`src/dfcr_pkg.sv`:
```
// Constants for the DSP feature control register group.
// Assumes 16-bit registers at even byte offsets on the control link.
package dfcr_pkg;

    ////////////////////////////////////////////////////////////////////////////
    // Register offsets
    localparam logic [6:0] DFCR_OFS_EQ     = 7'h70; // Equaliser and surround
    localparam logic [6:0] DFCR_OFS_BASS   = 7'h72; // Bass management
    localparam logic [6:0] DFCR_OFS_BYPASS = 7'h74; // Whole-DSP bypass
    localparam logic [6:0] DFCR_OFS_STATUS = 7'h76; // Self-test and lock status
    localparam logic [6:0] DFCR_OFS_COEF_L = 7'h78; // Coefficient bits 15..0
    localparam logic [6:0] DFCR_OFS_COEF_H = 7'h7A; // Address, direction, bits 19..16
    localparam logic [6:0] DFCR_OFS_VID_0  = 7'h7C; // Vendor code upper word
    localparam logic [6:0] DFCR_OFS_VID_1  = 7'h7E; // Vendor code byte and revision

    ////////////////////////////////////////////////////////////////////////////
    // Field positions
    localparam int DFCR_EQ_STATIC_BIT   = 0;  // Static equalisation
    localparam int DFCR_EQ_SURROUND_BIT = 1;  // Side-firing surround plus EQ
    localparam int DFCR_BASS_EN_BIT     = 0;  // Bass management enable
    localparam int DFCR_BYPASS_BIT      = 0;  // DSP bypass
    localparam int DFCR_STS_RESAMP_BIT  = 0;  // Resampler out of lock
    localparam int DFCR_STS_SPDIF_BIT   = 1;  // Receiver out of lock
    localparam int DFCR_STS_CFRAME_BIT  = 10; // Compressed-frame automute enable
    localparam int DFCR_STS_CHSTAT_BIT  = 11; // Channel-status automute enable
    localparam int DFCR_CH_ADDR_LSB     = 8;  // Coefficient address field
    localparam int DFCR_CH_DIR_BIT      = 7;  // Transfer direction
    localparam int DFCR_CH_VAL_MSB      = 3;  // Top coefficient nibble

    ////////////////////////////////////////////////////////////////////////////
    // Reset values
    localparam logic [1:0]  DFCR_RST_EQ     = 2'h0;
    localparam logic        DFCR_RST_BASS   = 1'b0;
    localparam logic        DFCR_RST_BYPASS = 1'b0;
    localparam logic        DFCR_RST_UNLOCK = 1'b1; // Both loops read unlocked
    localparam logic        DFCR_RST_CFRAME = 1'b1;
    localparam logic        DFCR_RST_CHSTAT = 1'b0;
    localparam logic [19:0] DFCR_RST_COEF   = 20'h00000;
    localparam logic [7:0]  DFCR_RST_CADDR  = 8'h00;
    localparam logic [15:0] DFCR_RD_ZERO    = 16'h0000;

endpackage

```
`src/dfcr_sync2.sv`:
```
// Two-flop synchroniser for levels arriving from outside the clock domain.
// Assumes the inputs are quasi-static levels; reset forces a constant.
`timescale 1ns/100ps
module dfcr_sync2 #(
    parameter int          WIDTH     = 1,
    parameter logic [WIDTH-1:0] RESET_VAL = '0
) (
    // Clock and reset
    input  wire logic             clk_i,
    input  wire logic             rst_b_i,
    // Levels in and out
    input  wire logic [WIDTH-1:0] async_i,
    output logic      [WIDTH-1:0] sync_o
);

    logic [WIDTH-1:0] stage_one;       // Metastable stage, read only below
    logic [WIDTH-1:0] next_stage_one;  // Next first stage
    logic [WIDTH-1:0] next_sync;       // Next second stage

    ////////////////////////////////////////////////////////////////////////////
    // Next values
    always_comb begin
        next_stage_one = async_i;
        next_sync      = stage_one;
    end

    // Registers
    always_ff @(posedge clk_i or negedge rst_b_i) begin
        if (!rst_b_i) begin
            stage_one <= RESET_VAL;
            sync_o    <= RESET_VAL;
        end else begin
            stage_one <= next_stage_one;
            sync_o    <= next_sync;
        end
    end

endmodule

```
`src/dfcr_regs.sv`:
```
// DSP feature control and status register group, 16-bit registers at 70h..7Eh.
// Assumes a host-side link controller that issues one-cycle read and write strobes.
//
// Operation
// - Two-bit EQ mode; upper bit means surround
// - Bit 0 enables bass management, resets off
// - Bypass passes input through, overrides EQ, surround and bass; automute enables unaffected
// - Status bit 0 shows resampler unlock, resets one
// - Status bit 1 shows receiver unlock, resets one
// - Bit 10 compressed-frame automute enable, resets one
// - Bit 11 channel-status automute enable, resets zero
// - Two coefficient words: value, address, direction
// - Identification words read-only, writes discarded
// - Vendor code constant across both words
// - Low byte of second word is revision
`timescale 1ns/100ps
module dfcr_regs
    import dfcr_pkg::*;
#(
    parameter logic [15:0] VENDOR_CODE_HI  = 16'h1234, // Arbitrary value
    parameter logic [7:0]  VENDOR_CODE_LO  = 8'h56,    // Arbitrary value
    parameter logic [7:0]  VENDOR_REVISION = 8'h01     // Arbitrary value
) (
    // Clock and reset
    input  wire logic        clk_i,
    input  wire logic        rst_b_i,
    // Register port from the control link
    input  wire logic        reg_wr_i,
    input  wire logic        reg_rd_i,
    input  wire logic [6:0]  reg_addr_i,
    input  wire logic [15:0] reg_wdata_i,
    output logic      [15:0] reg_rdata_o,
    output logic             reg_rvalid_o,
    // Lock levels from other clock domains
    input  wire logic        resampler_unlock_i,
    input  wire logic        spdif_unlock_i,
    // Processing controls
    output logic             eq_surround_control_enable_o,
    output logic             surround_eq_select_o,
    output logic             bass_manage_en_o,
    output logic             dsp_bypass_o,
    output logic             compressed_frame_automute_en_o,
    output logic             chan_status_automute_en_o,
    // Coefficient transfer request
    output logic [19:0]      coef_value_o,
    output logic [7:0]       coef_address_o,
    output logic             coef_write_o,
    output logic             coef_xfer_o
);

    ////////////////////////////////////////////////////////////////////////////
    // Reset release
    logic       rst_meta;           // First reset stage
    logic       rst_b;              // Released reset used everywhere

    // Reset asserts at once, releases after two edges
    always_ff @(posedge clk_i or negedge rst_b_i) begin
        if (!rst_b_i) begin
            rst_meta <= 1'b0;
            rst_b    <= 1'b0;
        end else begin
            rst_meta <= 1'b1;
            rst_b    <= rst_meta;
        end
    end

    ////////////////////////////////////////////////////////////////////////////
    // Lock status synchronisers
    logic [1:0] unlock_sync;        // Resampler in bit 0, receiver in bit 1

    // Both read out of lock until the loops report otherwise
    dfcr_sync2 #(
        .WIDTH     (2),
        .RESET_VAL ({DFCR_RST_UNLOCK, DFCR_RST_UNLOCK})
    ) u_lock_sync (
        .clk_i     (clk_i),
        .rst_b_i   (rst_b),
        .async_i   ({spdif_unlock_i, resampler_unlock_i}),
        .sync_o    (unlock_sync)
    );

    ////////////////////////////////////////////////////////////////////////////
    // Address decode helper
    function automatic logic hit(input logic [6:0] addr, input logic [6:0] ofs);
        hit = (addr == ofs);
    endfunction

    ////////////////////////////////////////////////////////////////////////////
    // Control state
    logic [1:0]  eq_mode;           // Equaliser mode field
    logic        bass_en;           // Bass management bit
    logic        bypass;            // Bypass bit
    logic        cframe_mute_en;    // Compressed-frame automute enable
    logic        chstat_mute_en;    // Channel-status automute enable
    logic [15:0] coef_low;          // Coefficient bits 15..0
    logic [3:0]  coef_high;         // Coefficient bits 19..16
    logic [7:0]  coef_addr;         // Coefficient address
    logic        coef_dir;          // Direction flag
    logic        xfer;              // Transfer strobe
    logic [1:0]  next_eq_mode;
    logic        next_bass_en;
    logic        next_bypass;
    logic        next_cframe_mute_en;
    logic        next_chstat_mute_en;
    logic [15:0] next_coef_low;
    logic [3:0]  next_coef_high;
    logic [7:0]  next_coef_addr;
    logic        next_coef_dir;
    logic        next_xfer;

    // Write decode; unlisted offsets and read-only words change nothing
    always_comb begin
        next_eq_mode        = eq_mode;
        next_bass_en        = bass_en;
        next_bypass         = bypass;
        next_cframe_mute_en = cframe_mute_en;
        next_chstat_mute_en = chstat_mute_en;
        next_coef_low       = coef_low;
        next_coef_high      = coef_high;
        next_coef_addr      = coef_addr;
        next_coef_dir       = coef_dir;
        next_xfer           = 1'b0;
        if (reg_wr_i) begin
            if (hit(reg_addr_i, DFCR_OFS_EQ)) begin
                next_eq_mode = reg_wdata_i[DFCR_EQ_SURROUND_BIT:DFCR_EQ_STATIC_BIT];
            end
            if (hit(reg_addr_i, DFCR_OFS_BASS)) begin
                next_bass_en = reg_wdata_i[DFCR_BASS_EN_BIT];
            end
            if (hit(reg_addr_i, DFCR_OFS_BYPASS)) begin
                next_bypass = reg_wdata_i[DFCR_BYPASS_BIT];
            end
            if (hit(reg_addr_i, DFCR_OFS_STATUS)) begin
                // Only the two enables take writes; other bits are dropped
                next_cframe_mute_en = reg_wdata_i[DFCR_STS_CFRAME_BIT];
                next_chstat_mute_en = reg_wdata_i[DFCR_STS_CHSTAT_BIT];
            end
            if (hit(reg_addr_i, DFCR_OFS_COEF_L)) begin
                next_coef_low = reg_wdata_i;
            end
            if (hit(reg_addr_i, DFCR_OFS_COEF_H)) begin
                next_coef_addr = reg_wdata_i[15:DFCR_CH_ADDR_LSB];
                next_coef_dir  = reg_wdata_i[DFCR_CH_DIR_BIT];
                next_coef_high = reg_wdata_i[DFCR_CH_VAL_MSB:0];
                next_xfer      = 1'b1;
            end
            // Identification words fall through untouched
        end
    end

    // Control registers
    always_ff @(posedge clk_i or negedge rst_b) begin
        if (!rst_b) begin
            eq_mode        <= DFCR_RST_EQ;
            bass_en        <= DFCR_RST_BASS;
            bypass         <= DFCR_RST_BYPASS;
            cframe_mute_en <= DFCR_RST_CFRAME;
            chstat_mute_en <= DFCR_RST_CHSTAT;
            coef_low       <= DFCR_RST_COEF[15:0];
            coef_high      <= DFCR_RST_COEF[19:16];
            coef_addr      <= DFCR_RST_CADDR;
            coef_dir       <= 1'b0;
            xfer           <= 1'b0;
        end else begin
            eq_mode        <= next_eq_mode;
            bass_en        <= next_bass_en;
            bypass         <= next_bypass;
            cframe_mute_en <= next_cframe_mute_en;
            chstat_mute_en <= next_chstat_mute_en;
            coef_low       <= next_coef_low;
            coef_high      <= next_coef_high;
            coef_addr      <= next_coef_addr;
            coef_dir       <= next_coef_dir;
            xfer           <= next_xfer;
        end
    end

    ////////////////////////////////////////////////////////////////////////////
    // Read path
    logic [15:0] next_rdata;        // Read word for the addressed register
    logic        next_rvalid;       // Read answer strobe

    // Read mux; unmapped offsets return zero
    always_comb begin
        next_rdata  = reg_rdata_o; // Hold last answer between reads
        next_rvalid = reg_rd_i;
        if (reg_rd_i) begin
            next_rdata = DFCR_RD_ZERO;
            case (reg_addr_i)
                DFCR_OFS_EQ: begin
                    next_rdata[1:0] = eq_mode;
                end
                DFCR_OFS_BASS: begin
                    next_rdata[DFCR_BASS_EN_BIT] = bass_en;
                end
                DFCR_OFS_BYPASS: begin
                    next_rdata[DFCR_BYPASS_BIT] = bypass;
                end
                DFCR_OFS_STATUS: begin
                    // Reserved self-test bits stay zero
                    next_rdata[DFCR_STS_RESAMP_BIT] = unlock_sync[0];
                    next_rdata[DFCR_STS_SPDIF_BIT]  = unlock_sync[1];
                    next_rdata[DFCR_STS_CFRAME_BIT] = cframe_mute_en;
                    next_rdata[DFCR_STS_CHSTAT_BIT] = chstat_mute_en;
                end
                DFCR_OFS_COEF_L: begin
                    next_rdata = coef_low;
                end
                DFCR_OFS_COEF_H: begin
                    next_rdata[15:DFCR_CH_ADDR_LSB]  = coef_addr;
                    next_rdata[DFCR_CH_DIR_BIT]      = coef_dir;
                    next_rdata[DFCR_CH_VAL_MSB:0]    = coef_high;
                end
                DFCR_OFS_VID_0: begin
                    next_rdata = VENDOR_CODE_HI;
                end
                DFCR_OFS_VID_1: begin
                    next_rdata = {VENDOR_CODE_LO, VENDOR_REVISION};
                end
                default: begin
                    next_rdata = DFCR_RD_ZERO;
                end
            endcase
        end
    end

    // Read data register; holds last answer between reads
    always_ff @(posedge clk_i or negedge rst_b) begin
        if (!rst_b) begin
            reg_rdata_o  <= DFCR_RD_ZERO;
            reg_rvalid_o <= 1'b0;
        end else begin
            reg_rdata_o  <= next_rdata;
            reg_rvalid_o <= next_rvalid;
        end
    end

    ////////////////////////////////////////////////////////////////////////////
    // Processing controls; bypass masks the EQ, surround and bass enables, not the automute enables
    always_comb begin
        eq_surround_control_enable_o   = ~bypass & (eq_mode != DFCR_RST_EQ);
        surround_eq_select_o = ~bypass & eq_mode[DFCR_EQ_SURROUND_BIT];
        bass_manage_en_o     = ~bypass & bass_en;
        dsp_bypass_o         = bypass;
        compressed_frame_automute_en_o = cframe_mute_en;
        chan_status_automute_en_o      = chstat_mute_en;
        coef_value_o   = {coef_high, coef_low};
        coef_address_o = coef_addr;
        coef_write_o   = coef_dir;
        coef_xfer_o    = xfer;
    end

endmodule

```
`config.mk`:
```
export PLATFORM = sky130hd
export DESIGN_NAME = dfcr_regs
export DESIGN_NICKNAME = d
export VERILOG_FILES = /design/src/dfcr_pkg.sv /design/src/dfcr_sync2.sv /design/src/dfcr_regs.sv
export SDC_FILE = /design/constraint.sdc
export NUM_CORES = 1
export LEC_CHECK = 0
export BUFFER_PORTS_ARGS = -buffer_cell sky130_fd_sc_hd__buf_2
export CORE_ASPECT_RATIO = 0.8
export CORE_MARGIN = 2
export CORE_UTILIZATION = 56
export CTS_BUF_LIST = sky130_fd_sc_hd__clkbuf_4 sky130_fd_sc_hd__clkbuf_8
export CTS_CLUSTER_DIAMETER = 50
export CTS_CLUSTER_SIZE = 24
export DETAILED_ROUTE_END_ITERATION = 7
export GPL_TIMING_DRIVEN = 0
export PLACE_DENSITY = 0.87
export SYNTH_ARGS = -nofsm -noshare
export SYNTH_HDL_FRONTEND = slang
export SYNTH_SLANG_ARGS = --single-unit
```
`constraint.sdc`:
```
create_clock -name clk_i -period 5.15 [get_ports clk_i]
set_input_delay 1.2875 -clock clk_i [delete_from_list [all_inputs] [get_ports clk_i]]
set_output_delay 1.2875 -clock clk_i [all_outputs]
set_load 0.05 [all_outputs]
```
; Yosys cells after proc, flatten, opt, wreduce, memory -nomap -nowiden
; Index checks and enable logic that the tools add are counted.
[classes]
n_mux = 9
bitwise_logic = 4
div_mod_pow = 0
n_shift = 0
reduce_logical = 8
n_lt_le_gt_ge = 0
multipliers = 0
n_eq_ne = 8
add_sub_neg = 0
[op_table]
columns = operator, n
row1 = "7-bit equality test, second input constant", 8
row2 = 4-bit case mux with 4 select lines, 1
row3 = 2-bit AND reduction, 6
row4 = 3-bit case mux with 3 select lines, 1
row5 = 2-bit case mux with 4 select lines, 1
row6 = 1-bit case mux with 7 select lines, 1
row7 = 2-bit case mux with 3 select lines, 1
row8 = 3-bit case mux with 2 select lines, 1
row9 = 1-bit case mux with 4 select lines, 1
row10 = 1-bit AND, 3
row11 = 1-bit two-way mux, 2
row12 = 2-bit nonzero test, 1
row13 = 2-bit OR reduction, 1
row14 = 1-bit inverter, 1
[word_totals]
ramBits = 0
word_cells = 45
mem_bits_ro = 0
latch_bits = 0
regBits = 59
mem_count = 0
input_bits = 29

; Logic depth before layout (Yosys ltp)
[logic_depth]
ltp_word = 3
mapped_depth = 6

; By module
; A second synthesis with hierarchy kept.
[unflattened]
hier_cells = 202
area_unflattened_um2 = 2612.5
[by_module_without_submodules]
columns = module, seq_area_each_um2, cells_each, area_per_inst_um2, n_inst
row1 = dfcr_regs, 1377.6, 198, 2507.4, 1
row2 = dfcr_sync2, 105.1, 4, 105.1, 1

; Worst setup path after synthesis
; OpenSTA, ideal clock, no wires.
[synth_timing]
path_type = reg2out
from = reg bypass, in the netlist dsp_bypass_o
to = out bass_manage_en_o
slack_ps = 2501
arrival_ps = 1361
required_time_ps = 3863
stages_incl_launch_ff = 2
path_cell_list = dfrtp_1 > nor2b_1
[synth_between]
elab_chain_len = 2
[synth_lines]
columns = element, line_no
row1 = from (decl), dfcr_regs.sv:92  ; logic bypass;
row2 = from (signal assigned), dfcr_regs.sv:167  ; bypass <= next_bypass;
row3 = 1-bit inverter, dfcr_regs.sv:243  ; bass_manage_en_o = ~bypass & bass_en;
row4 = 1-bit AND, dfcr_regs.sv:243
row5 = to (decl), dfcr_regs.sv:40  ; output logic bass_manage_en_o,
; Every way passes these cells.

; Worst setup path in the final report
[layout_timing]
from = in reg_addr_i[3]
to = reg coef_low[10]
[layout_between]
elab_chain_len = 2
[layout_lines]
columns = element, line_no
row1 = from (decl), dfcr_regs.sv:30  ; input wire logic [6:0] reg_addr_i,
row2 = 7-bit equality test, dfcr_regs.sv:85  ; hit = (addr == ofs);
row3 = 2-bit AND reduction (no line), n/a
row4 = to (signal assigned), dfcr_regs.sv:159  ; coef_low <= DFCR_RST_COEF[15:0];
row5 = to (signal assigned), dfcr_regs.sv:170  ; coef_low <= next_coef_low;
row6 = to (decl), dfcr_regs.sv:95  ; logic [15:0] coef_low;
; Every way passes these cells.
; A chain may end at the register's enable or synchronous reset.

==> metrics.txt <==
status=complete, no violations; DR vias=1956; clk sinks=slightly below 60; # H-tree levels=3; Mapped Cells=205; total track usage=25.4%; layout cells sized above 1=about half; clock buffer depth=2; detailed-route DRC error count=0; die width=around 80 µm; Leakage=between 1.5 and 2 nW; layer with the highest usage=met2; Yosys cell types=35; Avg Cell Area, Syn=between 10 and 15 µm²; Syn. warnings=0; Fin. Hold Viols=0; drt initial violations=between 100 and 150; largest family of logic cells by synthesized area=multiplexers; pwr dens=~340 nW/µm²; wire length per cell=approximately 16 µm; first-pass GRT wire length=roughly 9.5 mm; # rows=22; largest net degree at the start of global routing=36; Min Clock Period, post-route=between 2 and 3 ns; Max Cap Viol=0; Inserted Clock Buffers=9; pin slew with the least headroom to its limit=between 0.8 and 0.9 ns; clock root buffer=clkbuf_8; Slew headroom=roughly 44%; fillcell total=approximately 350; area leader, netlist=dfrtp_1; final RePlAce weighted congestion=0.796; peak supply drop=roughly 0.00024 V; mux contribution to synthesized area=20.8%; Max Freq=between 0.3 and 0.4 GHz; cts repair resizes=0; fin worst setup slack=2.61 ns; Post-CTS Setup Bufs=0; Hold Crit Class=reg2async; Most used DFF post-synth=dfrtp_1; # setup viols final=0; Worst-path clk slew=about 0.060 ns; die area=between 5000 and 6000 µm²; number of synthesized flops with an enable pin=0; Setup crit end kind=flip-flop; M1 GR Usage=about a third; Multi-input gate area=around 990 µm²; final instance area=roughly 3300 µm²; first-pass iteration count of the detailed router=4; cell with the most instances after synthesis=dfrtp_1; post-synthesis compound-gate area fraction=6.32%; Startpoint Class=input pin; IO Count=roughly 80; Register Area=around 1500 µm²; Placed Area=just over 3000 µm²; Mapped Area=around 2600 µm²; fin. max-slew vios=0; port bufs=between 80 and 90; final worst path period share=between 40 and 50%; grt ovf=0; initial antenna violation count=0; simple-gate share of the synthesized area=between 10 and 15%; CTS tree=built; GR Layer Usage met3=7.52%; Critical Path RT=~5.4 ns; Synth async-reset ratio=between 90% and 100%; Post-DP HPWL=4.21 mm; Synthesized Nets=234; vias in the first global route=between 1500 and 2000; largest fanout on the critical path=10; hold buffers post-CTS=0; Die H=64.6 µm; Tot Pwr=around 0.0011 W; synth top area cells=dfrtp_1, mux2_2, dfstp_2; clk_skew=between 0.005 and 0.006 ns; Core Box Area=4510 µm²; Setup Total Neg Slack=0 ns; Synth Area in Adders=0%; final WL=5.82 mm; Starting Density=around 57%; final net count=327; number of synthesized register bits=59; later-pin clock latency in the skew report=between 0.3 and 0.4 ns; # diodes=0; data arrival time of the critical path=roughly 2.8 ns; unrepaired setup endpoints after global routing=false; GR Util met2=39.5%; post-synthesis sequential area ratio=57.6%; Yosys top cell area share=between 50% and 60%; Via-to-Cell Ratio=roughly 5.4; xor-xnor portion of the synthesized cell area=0%; DP Worst Slack=between 2 and 2.5 ns; Routed Antenna Nets=0; Area Overhead vs Synth=26.9%; Commonest cells post-synth=dfrtp_1, mux2_2, inv_1; CP Class=in2reg
-- metal layers --
metal,vias to the layer above,share of wire (%)
li1,914,-
met1,953,42
met2,74,48
met3,15,7.2
met4,0,2.7
met5,-,0
-- sequential cells by signal (all words and copies together), names as in the netlist, 2 cells and up --
register / flops
coef_high: 4
u_lock_sync.next_sync: 2
coef_address_o: 8
reg_rdata_o: 16
coef_low: 16
u_lock_sync.sync_o: 2
eq_mode: 2
-- final cells by class --
type,instances,share of cell area [%]
clock buffer,14,5.52
sequential,59,45.5
clock inverter,2,0.307
multi-input combinational,121,30.4
timing repair buffer,82,13.0
tap,60,2.30
inverter,15,1.72
buffer,10,1.30
-- through the flow --
step                utilization (%)  std cells  hold slack (ns)
global route                   72.3        363            0.302
CTS                            72.3        363            0.269
global placement               67.6        346            0.333
detailed placement             68.1        347            0.265
finish                         72.3        363            0.242
floorplan                         -        205            0.331
-- logic make-up (layout without fill, tap and decap cells) --
group | count (synthesis) | in the layout
AOI/OAI and AO/OA | 25 | 25
buffers and inverters | 25 | 123
DFF | 59 | 59
muxes | 48 | 48
other | 1 | 1
and+or+nand+nor | 47 | 47
-- placed cells by master, fill, tap and decap left out, types with 2 or more instances in the layout --
| master | count |
|---|---|
| nor4b_1 | 2 |
| dfstp_2 | 5 |
| clkbuf_4 | 2 |
| nor2_1 | 8 |
| nand2_1 | 6 |
| nand4b_1 | 5 |
| buf_2 | 85 |
| clkinv_2 | 2 |
| nand3_1 | 6 |
| o211ai_1 | 4 |
| nand2b_1 | 4 |
| nor2b_1 | 5 |
| clkbuf_8 | 12 |
| mux2_4 | 2 |
| o21ai_0 | 10 |
| clkbuf_1 | 5 |
| mux2_2 | 36 |
| nor3b_1 | 2 |
| mux2i_1 | 10 |
| o22ai_1 | 5 |
| dfrtp_1 | 53 |
| a22o_1 | 2 |
| inv_1 | 15 |
-- where the power goes --
part           total [W]  internal, W  switching [W]
combinational   0.000192    0.0000573       0.000134
clock           0.000394     0.000223       0.000171
sequential      0.000514     0.000492      0.0000225
-- final timing paths --
| kind | from | end | slack [ns] | depth (start not counted) |
|---|---|---|---|---|
| setup / recovery | reg_addr_i[3] | coef_low[10] | 2.61 | 5 |
| hold / removal | rst_b | coef_xfer_o | 0.24 | 0 |
| setup reg to reg | u_lock_sync.sync_o[0] | reg_rdata_o[0] | 4.02 | 4 |
| hold reg to reg | rst_b | coef_xfer_o | 0.24 | 0 |
| max in group asynchronous | rst_b | compressed_frame_automute_en_o | 4.28 | 1 |
| min in group clk_i | u_lock_sync.next_sync[0] | u_lock_sync.sync_o[0] | 0.35 | 0 |
-- critical path, stage by stage --
cell,delay [ns]
buf_2,0.12
and4_2,0.26
nand3_1,0.35
buf_2,0.36
mux2_2,0.38
(Power assumes the default switching activity.)
